`config.mk`:
```
export PLATFORM = sky130hd
export DESIGN_NAME = ctcl_top
export DESIGN_NICKNAME = d
export VERILOG_FILES = /design/src/hdl/ctcl_pkg.sv /design/src/hdl/ctcl_sync.sv /design/src/hdl/ctcl_timer.sv /design/src/hdl/ctcl_top.sv
export VERILOG_INCLUDE_DIRS = /design/src /design/src/hdl
export SDC_FILE = /design/constraint.sdc
export NUM_CORES = 1
export LEC_CHECK = 0
export ABC_AREA = 1
export BUFFER_PORTS_ARGS = -buffer_cell sky130_fd_sc_hd__buf_2
export CAP_MARGIN = 10
export CORE_AREA = 2 2 134 136
export CTS_CLUSTER_SIZE = 14
export DETAILED_ROUTE_END_ITERATION = 7
export DIE_AREA = 0 0 136 138
export GPL_ROUTABILITY_DRIVEN = 1
export PLACE_DENSITY = 0.45
export RECOVER_POWER = 50
export SYNTH_ARGS = -nofsm -noshare
export SYNTH_HDL_FRONTEND = slang
export SYNTH_SLANG_ARGS = --single-unit
```
`constraint.sdc`:
```
create_clock -name clk -period 4.3 [get_ports clk]
set_input_delay 0.215 -clock clk [delete_from_list [all_inputs] [get_ports clk]]
set_output_delay 0.215 -clock clk [all_outputs]
set_load 0.05 [all_outputs]
```
`src/hdl/ctcl_map.svh`:
```
// constants of the coupler tune control logic: timing, reset values, bits
// assumes a 10 MHz clock and a synchronous sampling of every transceiver and servo board pin
`ifndef CTCL_MAP_SVH
`define CTCL_MAP_SVH

`define CTCL_CLK_HZ          10000000
// times in milliseconds
`define CTCL_TUNE_TIMEOUT_MS 5000
`define CTCL_PAD_REINSERT_MS 5
`define CTCL_QUAL_MS         2
`define CTCL_CYC_PER_MS      (`CTCL_CLK_HZ / 1000)

// reset values of the latches
`define CTCL_FAULT_RST       1'b1
`define CTCL_TUNING_RST      1'b0
`define CTCL_PAD_RST         1'b0

// bit positions of the synchronised input vector
`define CTCL_IN_W            8
`define CTCL_B_TUNE          0
`define CTCL_B_RF            1
`define CTCL_B_REFL          2
`define CTCL_B_CHG           3
`define CTCL_B_NOM           4
`define CTCL_B_LMAX_N        5
`define CTCL_B_FORCE         6
`define CTCL_B_MATCH_N       7
// idle levels of the inputs: active-low lines idle high
`define CTCL_SYNC_RST        8'ha0

`endif

```
`src/hdl/ctcl_pkg.sv`:
```
// types of the coupler tune control logic
// assumes ctcl_map.svh supplies the numeric constants
package ctcl_pkg;

	// inputs from the transceiver and the detectors
	typedef struct packed {
		logic tune_request;
		logic rf_present;
		logic refl_above;
		logic channel_change_supply;
		logic nominal_supply_on;
	} ctcl_xcvr_t;

	// lines from the servo board
	typedef struct packed {
		logic ind_at_max_n_i;
		logic ind_force_to_max;
		logic match_found_n;
	} ctcl_servo_in_t;

	// front panel lamps
	typedef struct packed {
		logic tuning;
		logic ready;
		logic fault;
	} ctcl_lamp_t;

endpackage

```
`src/hdl/ctcl_sync.sv`:
```
// two-stage synchroniser, one chain per input bit
// assumes inputs may change at any time relative to clk
`timescale 1ns/1ps
module ctcl_sync #(
	parameter int             W       = 8,
	parameter logic [W-1:0]   RST_VAL = '0
) (
	input  wire logic         clk,
	input  wire logic         rst,
	input  wire logic [W-1:0] d,
	output logic      [W-1:0] q
);
	import ctcl_pkg::*;

	typedef struct packed {
		logic [W-1:0] meta;
		logic [W-1:0] stable;
	} ctcl_sync_st_t;

	ctcl_sync_st_t st_r;
	ctcl_sync_st_t st_nxt;

	// first stage feeds only the second stage
	genvar i;
	generate
		for (i = 0; i < W; i++) begin : g_bit
			always_comb begin
				st_nxt.meta[i]   = d[i];
				st_nxt.stable[i] = st_r.meta[i];
			end
		end
	endgenerate

	// both stages settle to the idle levels under reset
	always_ff @(posedge clk or posedge rst) begin
		if (rst) begin
			st_r <= {RST_VAL, RST_VAL};
		end else begin
			st_r <= st_nxt;
		end
	end

	assign q = st_r.stable;
endmodule

```
`src/hdl/ctcl_timer.sv`:
```
// saturating delay timer with dominant clear and a registered done level
// assumes LIMIT of at least one cycle
`timescale 1ns/1ps
module ctcl_timer #(
	parameter int unsigned LIMIT = 16,
	parameter int          W     = $clog2(LIMIT + 1)
) (
	input  wire logic clk,
	input  wire logic rst,
	input  wire logic clr,
	input  wire logic en,
	output logic      done
);
	import ctcl_pkg::*;

	localparam logic [W-1:0] LIM = LIMIT[W-1:0];

	typedef struct packed {
		logic [W-1:0] cnt;
		logic         done;
	} ctcl_timer_st_t;

	ctcl_timer_st_t st_r;
	ctcl_timer_st_t st_nxt;

	// clear beats counting, so a discharge never loses to a late edge
	always_comb begin
		st_nxt = st_r;
		if (clr) begin
			st_nxt.cnt = '0;
		end else if (en && st_r.cnt != LIM) begin
			st_nxt.cnt = st_r.cnt + 1'b1;
		end
		st_nxt.done = (st_nxt.cnt == LIM);
	end

	always_ff @(posedge clk or posedge rst) begin
		if (rst) begin
			st_r <= '0;
		end else begin
			st_r <= st_nxt;
		end
	end

	assign done = st_r.done;
endmodule

```
`src/hdl/ctcl_top.sv`:
```
// control logic of the antenna coupler: tune, fault, ready and pad latches
// assumes one 10 MHz clock; transceiver and servo board lines are plain pins
`timescale 1ns/1ps
`include "ctcl_map.svh"
module ctcl_top #(
	parameter int unsigned TIMEOUT_CYCLES  =
		`CTCL_TUNE_TIMEOUT_MS * `CTCL_CYC_PER_MS,
	parameter int unsigned REINSERT_CYCLES =
		`CTCL_PAD_REINSERT_MS * `CTCL_CYC_PER_MS,
	parameter int unsigned QUAL_CYCLES     =
		`CTCL_QUAL_MS * `CTCL_CYC_PER_MS
) (
	input  wire logic                clk,
	input  wire logic                rst,
	input  ctcl_pkg::ctcl_xcvr_t     xcvr,
	input  ctcl_pkg::ctcl_servo_in_t servo,
	input  wire logic                opt_nominal_en,
	output logic                     cap_home_request_n,
	output logic                     ind_home_request_n,
	output logic                     ind_at_max_n_o,
	output logic                     ind_at_max_n_oe,
	output logic                     pad_relay,
	output ctcl_pkg::ctcl_lamp_t     lamps
);
	import ctcl_pkg::*;

	// every latch and edge memory of the block
	typedef struct packed {
		logic tuning;
		logic fault;
		logic ready;
		logic pad_in;
		logic home;
		logic lmax_pull;
		logic tune_prev;
		logic chg_prev;
		logic nom_prev;
	} ctcl_st_t;

	ctcl_st_t st_r;
	ctcl_st_t st_nxt;

	logic [`CTCL_IN_W-1:0] raw_in;
	logic [`CTCL_IN_W-1:0] syn;

	logic tune_lvl;
	logic rf;
	logic refl_hi;
	logic chg_lvl;
	logic nom_lvl;
	logic lmax_n;
	logic force_max;
	logic match_n;

	logic start;
	logic chg_rise;
	logic nom_rise;
	logic tmo_done;
	logic tmo_evt;
	logic qual_done;
	logic success;
	logic reins_done;
	logic opt_evt;
	logic pad_set;
	logic pad_release;

	logic tmo_clr;
	logic qual_clr;
	logic qual_en;
	logic reins_clr;
	logic reins_en;

	// gather the pins in one vector for the synchroniser
	always_comb begin
		raw_in                   = '0;
		raw_in[`CTCL_B_TUNE]     = xcvr.tune_request;
		raw_in[`CTCL_B_RF]       = xcvr.rf_present;
		raw_in[`CTCL_B_REFL]     = xcvr.refl_above;
		raw_in[`CTCL_B_CHG]      = xcvr.channel_change_supply;
		raw_in[`CTCL_B_NOM]      = xcvr.nominal_supply_on;
		raw_in[`CTCL_B_LMAX_N]   = servo.ind_at_max_n_i;
		raw_in[`CTCL_B_FORCE]    = servo.ind_force_to_max;
		raw_in[`CTCL_B_MATCH_N]  = servo.match_found_n;
	end

	// detector outputs are slow analogue levels, two flops are enough
	ctcl_sync #(
		.W       (`CTCL_IN_W),
		.RST_VAL (`CTCL_SYNC_RST)
	) u_sync (
		.clk (clk),
		.rst (rst),
		.d   (raw_in),
		.q   (syn)
	);

	// named views of the synchronised inputs
	assign tune_lvl  = syn[`CTCL_B_TUNE];
	assign rf        = syn[`CTCL_B_RF];
	assign refl_hi   = syn[`CTCL_B_REFL];
	assign chg_lvl   = syn[`CTCL_B_CHG];
	assign nom_lvl   = syn[`CTCL_B_NOM];
	assign lmax_n    = syn[`CTCL_B_LMAX_N];
	assign force_max = syn[`CTCL_B_FORCE];
	assign match_n   = syn[`CTCL_B_MATCH_N];

	// edges: only rising edges count, a falling supply is no event
	// the edge memories reset to the idle levels, so no false edge
	assign start    = tune_lvl & ~st_r.tune_prev;
	assign chg_rise = chg_lvl & ~st_r.chg_prev;
	assign nom_rise = nom_lvl & ~st_r.nom_prev;

	// tuning timeout: runs only inside a cycle, dumped when it ends
	assign tmo_clr = ~st_r.tuning;

	// saturates at the limit; a repeat request does not re-arm it
	ctcl_timer #(
		.LIMIT (TIMEOUT_CYCLES)
	) u_timeout (
		.clk  (clk),
		.rst  (rst),
		.clr  (tmo_clr),
		.en   (st_r.tuning),
		.done (tmo_done)
	);

	// the done level stays up one cycle after tuning drops; gate it
	assign tmo_evt = tmo_done & st_r.tuning;

	// below-threshold qualification: reflected power must stay low
	// for the whole interval before the cycle may end
	always_comb begin
		qual_clr = 1'b0;
		if (refl_hi) begin
			qual_clr = 1'b1;
		end
		if (tune_lvl) begin
			qual_clr = 1'b1;
		end
		if (!st_r.tuning) begin
			qual_clr = 1'b1;
		end
	end
	assign qual_en = st_r.tuning & ~refl_hi;

	// its length is how long the match must hold before the end
	ctcl_timer #(
		.LIMIT (QUAL_CYCLES)
	) u_qual (
		.clk  (clk),
		.rst  (rst),
		.clr  (qual_clr),
		.en   (qual_en),
		.done (qual_done)
	);

	// normal end: RF present and reflected power qualified low
	assign success = st_r.tuning & rf & qual_done & ~refl_hi & ~tune_lvl;

	// pad re-insertion: if the pad is out too long without a match,
	// switch it back in so the transmitter never sees an open or short
	always_comb begin
		reins_clr = st_r.pad_in | ~st_r.tuning;
		if (!match_n) begin
			reins_clr = 1'b1;
		end
	end
	assign reins_en = st_r.tuning & ~st_r.pad_in;

	// counts only while the pad is out inside a cycle
	ctcl_timer #(
		.LIMIT (REINSERT_CYCLES)
	) u_reinsert (
		.clk  (clk),
		.rst  (rst),
		.clr  (reins_clr),
		.en   (reins_en),
		.done (reins_done)
	);

	// optional nominal-supply abort, strapped off in the base build
	// tie opt_nominal_en low unless the supply sense is wired
	assign opt_evt = opt_nominal_en & nom_rise & st_r.tuning;

	// every reason to pull the pad in; pulling in wins over release
	always_comb begin
		pad_set = 1'b0;
		if (start) begin
			pad_set = 1'b1;
		end
		if (st_r.tuning && !rf) begin
			pad_set = 1'b1;
		end
		if (!st_r.tuning && refl_hi) begin
			pad_set = 1'b1;
		end
		if (!lmax_n) begin
			pad_set = 1'b1;
		end
		if (reins_done && st_r.tuning) begin
			pad_set = 1'b1;
		end
	end

	// out again only with rf in and reflection low; any set wins
	assign pad_release = rf & ~refl_hi;

	// latch updates
	always_comb begin
		st_nxt           = st_r;
		st_nxt.tune_prev = tune_lvl;
		st_nxt.chg_prev  = chg_lvl;
		st_nxt.nom_prev  = nom_lvl;

		// tuning latch: a new request wins over any end condition
		if (start) begin
			st_nxt.tuning = 1'b1;
		end else if (tmo_evt) begin
			st_nxt.tuning = 1'b0;
		end else if (opt_evt) begin
			st_nxt.tuning = 1'b0;
		end else if (success) begin
			st_nxt.tuning = 1'b0;
		end

		// fault latch: setting events first, tuning then forces it clear
		if (chg_rise) begin
			st_nxt.fault = 1'b1;
		end
		if (!st_r.tuning && !start && refl_hi) begin
			st_nxt.fault = 1'b1;
		end
		if (success) begin
			st_nxt.fault = 1'b0;
		end
		if (tmo_evt) begin
			st_nxt.fault = 1'b1;
		end
		if (opt_evt) begin
			st_nxt.fault = 1'b1;
		end
		// a start that beat the end keeps tuning, so the lamp stays dark
		if (st_nxt.tuning) begin
			st_nxt.fault = 1'b0;
		end

		// ready lamp: only a clean end lights it, any fault kills it
		if (start || st_nxt.fault) begin
			st_nxt.ready = 1'b0;
		end else if (success) begin
			st_nxt.ready = 1'b1;
		end

		// home requests follow the tune pulse, released on a clean end
		if (start) begin
			st_nxt.home = 1'b1;
		end else if (!tune_lvl || success) begin
			st_nxt.home = 1'b0;
		end

		// pad latch
		if (pad_set) begin
			st_nxt.pad_in = 1'b1;
		end else if (pad_release) begin
			st_nxt.pad_in = 1'b0;
		end

		// max-line pull: held until the servo board drops its force
		if (tmo_evt && force_max) begin
			st_nxt.lmax_pull = 1'b1;
		end else if (!force_max) begin
			st_nxt.lmax_pull = 1'b0;
		end
	end

	// fault lamp is lit from power-up until a tune cycle starts
	// reset loads constants only; the edge memories come up at idle
	always_ff @(posedge clk or posedge rst) begin
		if (rst) begin
			st_r        <= '0;
			st_r.fault  <= `CTCL_FAULT_RST;
			st_r.tuning <= `CTCL_TUNING_RST;
			st_r.pad_in <= `CTCL_PAD_RST;
		end else begin
			st_r <= st_nxt;
		end
	end

	// home lines go low together and are released together
	assign cap_home_request_n = ~st_r.home;
	assign ind_home_request_n = ~st_r.home;

	// open-drain max line: only ever pulled low, never driven high
	assign ind_at_max_n_o     = 1'b0;
	assign ind_at_max_n_oe    = st_r.lmax_pull;

	// pad relay and lamps straight from the latches
	assign pad_relay          = st_r.pad_in;
	assign lamps.tuning       = st_r.tuning;
	assign lamps.ready        = st_r.ready;
	assign lamps.fault        = st_r.fault;
endmodule

```
Word-level counts from Yosys, hierarchy flattened
Cells that the tools add are included.
Word-level totals
  bits of input ports: 11
  register bits after elaboration: 85
  output and inout port bits: 8
Operators by class
  reduce and logical (&&, ||, !) cells: 18
  bitwise operators: 22
  muxes and demuxes: 33
  equality and inequality tests: 7
  $add $sub $neg: 3
Operator list (count)
  $mux 26: 2
  $mux 16: 2
  $mux 15: 2
  $mux 1: 27
  $add 26x1->26 const B: 1
  $eq 26x26->1 const B: 1
  $ne 26x26->1 const B: 1
  $add 16x1->16 const B: 1
  $eq 16x16->1 const B: 1
  $ne 16x16->1 const B: 1
  $add 15x1->15 const B: 1
  $eq 15x15->1 const B: 1
  $ne 15x15->1 const B: 1
  $and 1x1->1: 13
  $logic_and 1x1->1: 9
  $not 1->1: 8
  $reduce_bool 2->1: 3
  $logic_not 1->1: 4
  $logic_or 1x1->1: 2
  $ne 2x2->1 const B: 1
  $or 1x1->1: 1

Depth between registers and ports, before layout
  depth in word-level cells: 12
  mapped depth: 14
  mapped depth without buffers: 14

Modules after synthesis
Synthesis repeated with hierarchy kept, for this count alone.
Unflattened totals
  cell total of the unflattened synthesis: 841
  area total of the unflattened synthesis: 5606.6 µm²
By module, submodules not included
  ctcl_timer at u_timeout: seq. area each 675.6 µm², area each 2084.5 µm², cells an instance 342, times used 1
  ctcl_timer at u_reinsert: seq. area each 425.4 µm², area each 1371.3 µm², cells an instance 224, times used 1
  ctcl_timer at u_qual: seq. area each 400.4 µm², area each 1216.2 µm², cells an instance 195, times used 1
  ctcl_top: seq. area each 226.5 µm², area each 525.5 µm², cells an instance 63, times used 1
  ctcl_sync: seq. area each 405.4 µm², area each 409.1 µm², cells an instance 17, times used 1

Worst setup path after synthesis
No wires, ideal clock.
  path type: register to register
  start: reg st_r, in the netlist pad_relay
  end: reg u_reinsert.st_r, in the netlist u_reinsert.done
  library setup time: 80 ps
  clock period less this slack: 1713 ps
  arrival time: 1632 ps
  data required time: 4220 ps
  stages on the path, launching flop included: 9
  path slack: 2587 ps
  cell sequence: dfrtp_1 -> nor2_8 -> nand2_2 -> clkinv_1 -> nand3_1 -> nand3_1 -> nor2_1 -> nand3_1 -> nor3_2
RTL lines
  start: declaration: line ctcl_top.sv:40  | ctcl_st_t st_r;
  start signal: assignment: line ctcl_top.sv:285  | st_r <= st_nxt;
  end signal: assignment: line ctcl_timer.sv:41  | st_r <= st_nxt;
  end: declaration: line ctcl_timer.sv:23  | ctcl_timer_st_t st_r;

==> run_results.csv <==
group,metric,value,unit
setup_path,critical_path_arrival,2810,ps
placed_design,place_hpwl,9650,µm
drt,post_drt_via_cell_ratio,4.53,
placed_design,placed_instances,954,
floorplan,design.die.area,18800,µm²
power_and_ir_drop,leakagePower,0.00277,µW
clock_tree,cts.path.max_buffers,2,
clock_tree,clock_tree.htree_level_count,3,
clock_tree,clk-insertion-delay-late,340,ps
synthesis,synth.yosys.seq_area_share,0.416,
placed_design,dpl-instance-area,5410,µm²
power_and_ir_drop,power.density_cell_area,322,nW/µm²
power_and_ir_drop,total_switching_power,549,µW
synthesis,synthArstFlopShare,1.00,
global_route,globalRoute.totalOverflow,0,
synthesis,post_synth_and_or_nand_nor_area_fraction,0.396,
synthesis,netlist_instances,721,
sta,fin_crit_sh,0.591,
setup_path,timing.critical_path.max_delay_family,"simple AND/OR/NAND/NOR gates",
drt,drt.antenna.violating_nets,0,
drt,dr_wl_cell,12.9,µm
final_layout,synthToLayoutAreaGrowth,12.3,%
global_route,grt_pass1_vias,4429,
synthesis,synth-edff-count,0,
flow_run,maxCapViolations,1,
placed_design,buffer_ports.inserted,17,
drt,dr_total_vias,4432,
run_status,violated_checks,"max-capacitance violations, max-slew violations",
sta,final_critical_path_setup_slack,1760,ps
synthesis,synth_top_cells_by_area,"sky130_fd_sc_hd__dfrtp_1 (39%), sky130_fd_sc_hd__nand2_1 (15%), sky130_fd_sc_hd__inv_1 (8.0%), sky130_fd_sc_hd__nor2_1 (7.8%), sky130_fd_sc_hd__nand3_1 (6.3%)",
floorplan,ioPinCount,19,
final_layout,num-nets-final,761,
global_route,grt_first_pass_wirelength,21800,µm
clock_tree,clock_tree.root_cell,"sky130_fd_sc_hd__clkbuf_16",
worst_hold_path,holdCritPathClass,"in2reg",
drt,routed_wirelength,12600,µm
power_and_ir_drop,power.sequential.fraction,0.476,
setup_path,critical_path.max_stage_delay,810,ps
synthesis,syn_area_per_cell,7.12,µm²
synthesis,yosys-mux-area-fraction,0,
setup_path,startpoint_type_of_the_worst_setup_path,"flip-flop",
power_and_ir_drop,comb_power_share,0.130,
synthesis,synthDominantAreaCellType,"sky130_fd_sc_hd__dfrtp_1",
synthesis,synth_top_family_by_area,"simple AND/OR/NAND/NOR gates",
setup_path,crit_path_cell_trace,"inv_4 -> nor2_4 -> inv_1 -> a21oi_2 -> nand2_1 -> nand3_1 -> nand2_1 -> nor2_1 -> nand4_1 -> nor2_1",
synthesis,syn-num-nets,738,
floorplan,initial_core_util,0.293,
sta,maxClockFrequency,394,MHz
synthesis,yosys.cell_types.count,40,
clock_tree,clkTransAtPathRegs,60,ps
power_and_ir_drop,internal_power_consumption,1310,µW
floorplan,fp.dieH,138,µm
sta,final-setup-viol-count,0,
setup_path,critPathRequiredTime,4570,ps
placed_design,gpl.final_weighted_congestion,0.893,
floorplan,fp_rows,49,
global_route,grt_max_degree,52,
synthesis,yosys_warn_count,0,
synthesis,netlist_area,5130,µm²
synthesis,netlist.area_leader.share,0.390,
power_and_ir_drop,clockPowerShare,0.393,
sta,slew_of_the_pin_with_the_lowest_slew_margin,2270,ps
sta,clock_skew_after_layout,7.27,ps
run_status,run_status,"finished, violations left",
setup_path,cp_num_buf_inv,2,
sta,final_sum_of_negative_setup_slack,0,ps
sta,rsz0062_at_grt,"no",
floorplan,core_region_area,17500,µm²
placed_design,dp_worst_setup_slack,1790,ps
synthesis,ys.flop_type,"sky130_fd_sc_hd__dfrtp_1",
power_and_ir_drop,peakVddDrop,0.000173,V
synthesis,synth_seq_cells,85,
setup_path,crit_slowest_cell,"sky130_fd_sc_hd__dfrtp_1",
final_layout,n_diodes,0,
final_layout,final_cells,978,
clock_tree,tritoncts,"done",
drt,drt-initial-drc-count,372,
synthesis,synthXorXnorAreaFrac,0.0358,
global_route,grt_antenna_before_repair,0,
final_layout,layout-drive-gt1-share,0.108,
sta,final_hold_fails,0,
setup_path,critPathKind,"reg2reg",
synthesis,synth_compound_area_frac,0.0322,
clock_tree,numCtsBuffers,9,
sta,finalCriticalPeriod,2540,ps
floorplan,die_width,136,µm
clock_tree,cts.sink_count,85,
clock_tree,cts_setup_buffers,0,
final_layout,post-route-cell-area,5760,µm²
power_and_ir_drop,netSwitchingFraction,0.296,
setup_path,cp-end-kind,"flip-flop",
sta,slew_headroom,-0.522,
setup_path,largest_fanout_of_any_net_on_the_critical_path,21,
sta,timing.final.max_slew_violations,52,
final_layout,fin_util,0.329,
global_route,grtUsageTotal,0.145,
drt,post-route-drc-count,0,
synthesis,synth_fa_ha_area_frac,0.0146,
drt,drtPass1Iterations,5,
-- cells by family after synthesis --
group           Yosys count
xor+xnor                 21
simple gates            452
flops                    85
fa+ha+maj                 6
other cells               1
compound gates           28
buf+inv                 128
-- power by group through the flow --
| stage | Combinational, µW | Sequential [µW] | Clock, µW |
|---|---|---|---|
| 6_report | 242 | 884 | 730 |
| 5_1_grt | 276 | 891 | 792 |
| 4_1_cts | 244 | 884 | 760 |
| 3_5_place_dp | 237 | 899 | 0 |
| 3_3_place_gp | 238 | 898 | 0 |
| 2_1_floorplan | 207 | 877 | 0 |
-- placed cells by master (no fill, tap or decap), types with 3 or more instances in the layout --
master / Yosys / final
sky130_fd_sc_hd__o21ai_0: 10 / 10
sky130_fd_sc_hd__clkbuf_16: 0 / 9
sky130_fd_sc_hd__nand3_2: 4 / 4
sky130_fd_sc_hd__dfstp_2: 5 / 5
sky130_fd_sc_hd__nor3_1: 10 / 10
sky130_fd_sc_hd__nor2_2: 13 / 13
sky130_fd_sc_hd__nand2_1: 207 / 207
sky130_fd_sc_hd__ha_1: 6 / 6
sky130_fd_sc_hd__buf_2: 4 / 15
sky130_fd_sc_hd__nand2_2: 7 / 7
sky130_fd_sc_hd__clkbuf_1: 1 / 3
sky130_fd_sc_hd__dlygate4sd3_1: 0 / 8
sky130_fd_sc_hd__nor3_2: 3 / 3
sky130_fd_sc_hd__o21ai_1: 3 / 3
sky130_fd_sc_hd__nor2_4: 6 / 6
sky130_fd_sc_hd__xnor2_1: 4 / 4
sky130_fd_sc_hd__nor2_1: 107 / 107
sky130_fd_sc_hd__nand2_4: 3 / 3
sky130_fd_sc_hd__xor2_1: 17 / 17
sky130_fd_sc_hd__dfrtp_1: 80 / 80
sky130_fd_sc_hd__nand3_1: 65 / 65
sky130_fd_sc_hd__inv_1: 109 / 108
sky130_fd_sc_hd__nand4_1: 22 / 22
sky130_fd_sc_hd__a21oi_1: 6 / 6
-- cell usage after synthesis, types with 7 or more instances --
library cell	number
sky130_fd_sc_hd__dfrtp_1	80
sky130_fd_sc_hd__nor2_2	13
sky130_fd_sc_hd__nor3_1	10
sky130_fd_sc_hd__o21ai_0	10
sky130_fd_sc_hd__inv_1	109
sky130_fd_sc_hd__nand2_1	207
sky130_fd_sc_hd__nand4_1	22
sky130_fd_sc_hd__buf_4	7
sky130_fd_sc_hd__nand3_1	65
sky130_fd_sc_hd__xor2_1	17
sky130_fd_sc_hd__nand2_2	7
sky130_fd_sc_hd__nor2_1	107
-- cell type report --
type,instances,area [µm²]
inverters,113,428
clock buffers,10,229
flip-flops and latches,85,2130
multi-input cells,508,2460
well taps,229,287
clock inverters,6,46.3
repair buffers,27,178
fillers,1929,11800
-- repair_timing --
action,4_1_cts,5_1_grt
endpoints found under the hold margin,8,0
hold buffers,8,0
gates resized for setup,0,0
-- flip-flops by register name (all words and copies together), names as in the netlist, 3 cells and up --
name             cells
u_timeout.st_r      26
u_reinsert.st_r     16
u_qual.st_r         15
u_sync.q             8
u_sync.st_nxt        8
st_r                 4
lamps                3
-- path summary, 6_finish.rpt --
kind                                       startpoint                           end  slack [ps]  cells after the start
max                                lamps[2]$_DFF_PP0_         u_qual.done$_DFF_PP0_        1760                     10
min                                    opt_nominal_en            lamps[0]$_DFF_PP1_         200                      3
max reg2reg                        lamps[2]$_DFF_PP0_         u_qual.done$_DFF_PP0_        1760                     10
min reg2reg                u_sync.st_nxt[1]$_DFF_PP0_         u_sync.q[1]$_DFF_PP0_         350                      0
max in group asynchronous                         rst            lamps[0]$_DFF_PP1_        2500                      3
min in group asynchronous                         rst  u_reinsert.st_r[7]$_DFF_PP0_         470                      2
-- worst reg2reg max path, stage by stage (launching register included) --
cell	delay, ps
sky130_fd_sc_hd__dfrtp_1	810
sky130_fd_sc_hd__inv_4	310
sky130_fd_sc_hd__nor2_4	220
sky130_fd_sc_hd__inv_1	80
sky130_fd_sc_hd__a21oi_2	450
sky130_fd_sc_hd__nand2_1	100
sky130_fd_sc_hd__nand3_1	110
sky130_fd_sc_hd__nand2_1	60
sky130_fd_sc_hd__nor2_1	140
sky130_fd_sc_hd__nand4_1	110
sky130_fd_sc_hd__nor2_1	90
-- through the flow --
step	power, µW	hold slack [ps]
floorplan	1080	219
global placement	1140	324
detailed placement	1140	324
CTS	1890	75.5
global route	1960	218
finish	1860	204
-- metal layers --
metal / global-route usage / wire length, µm / up-vias
met3: 0.0194 / 437 / 16
met2: 0.234 / 5960 / 89
met4: 0.0515 / 201 / 0
met5: 0 / 0 / -
met1: 0.198 / 6030 / 2050
li1: - / - / 2277
Power figures use the tool's default switching activity.
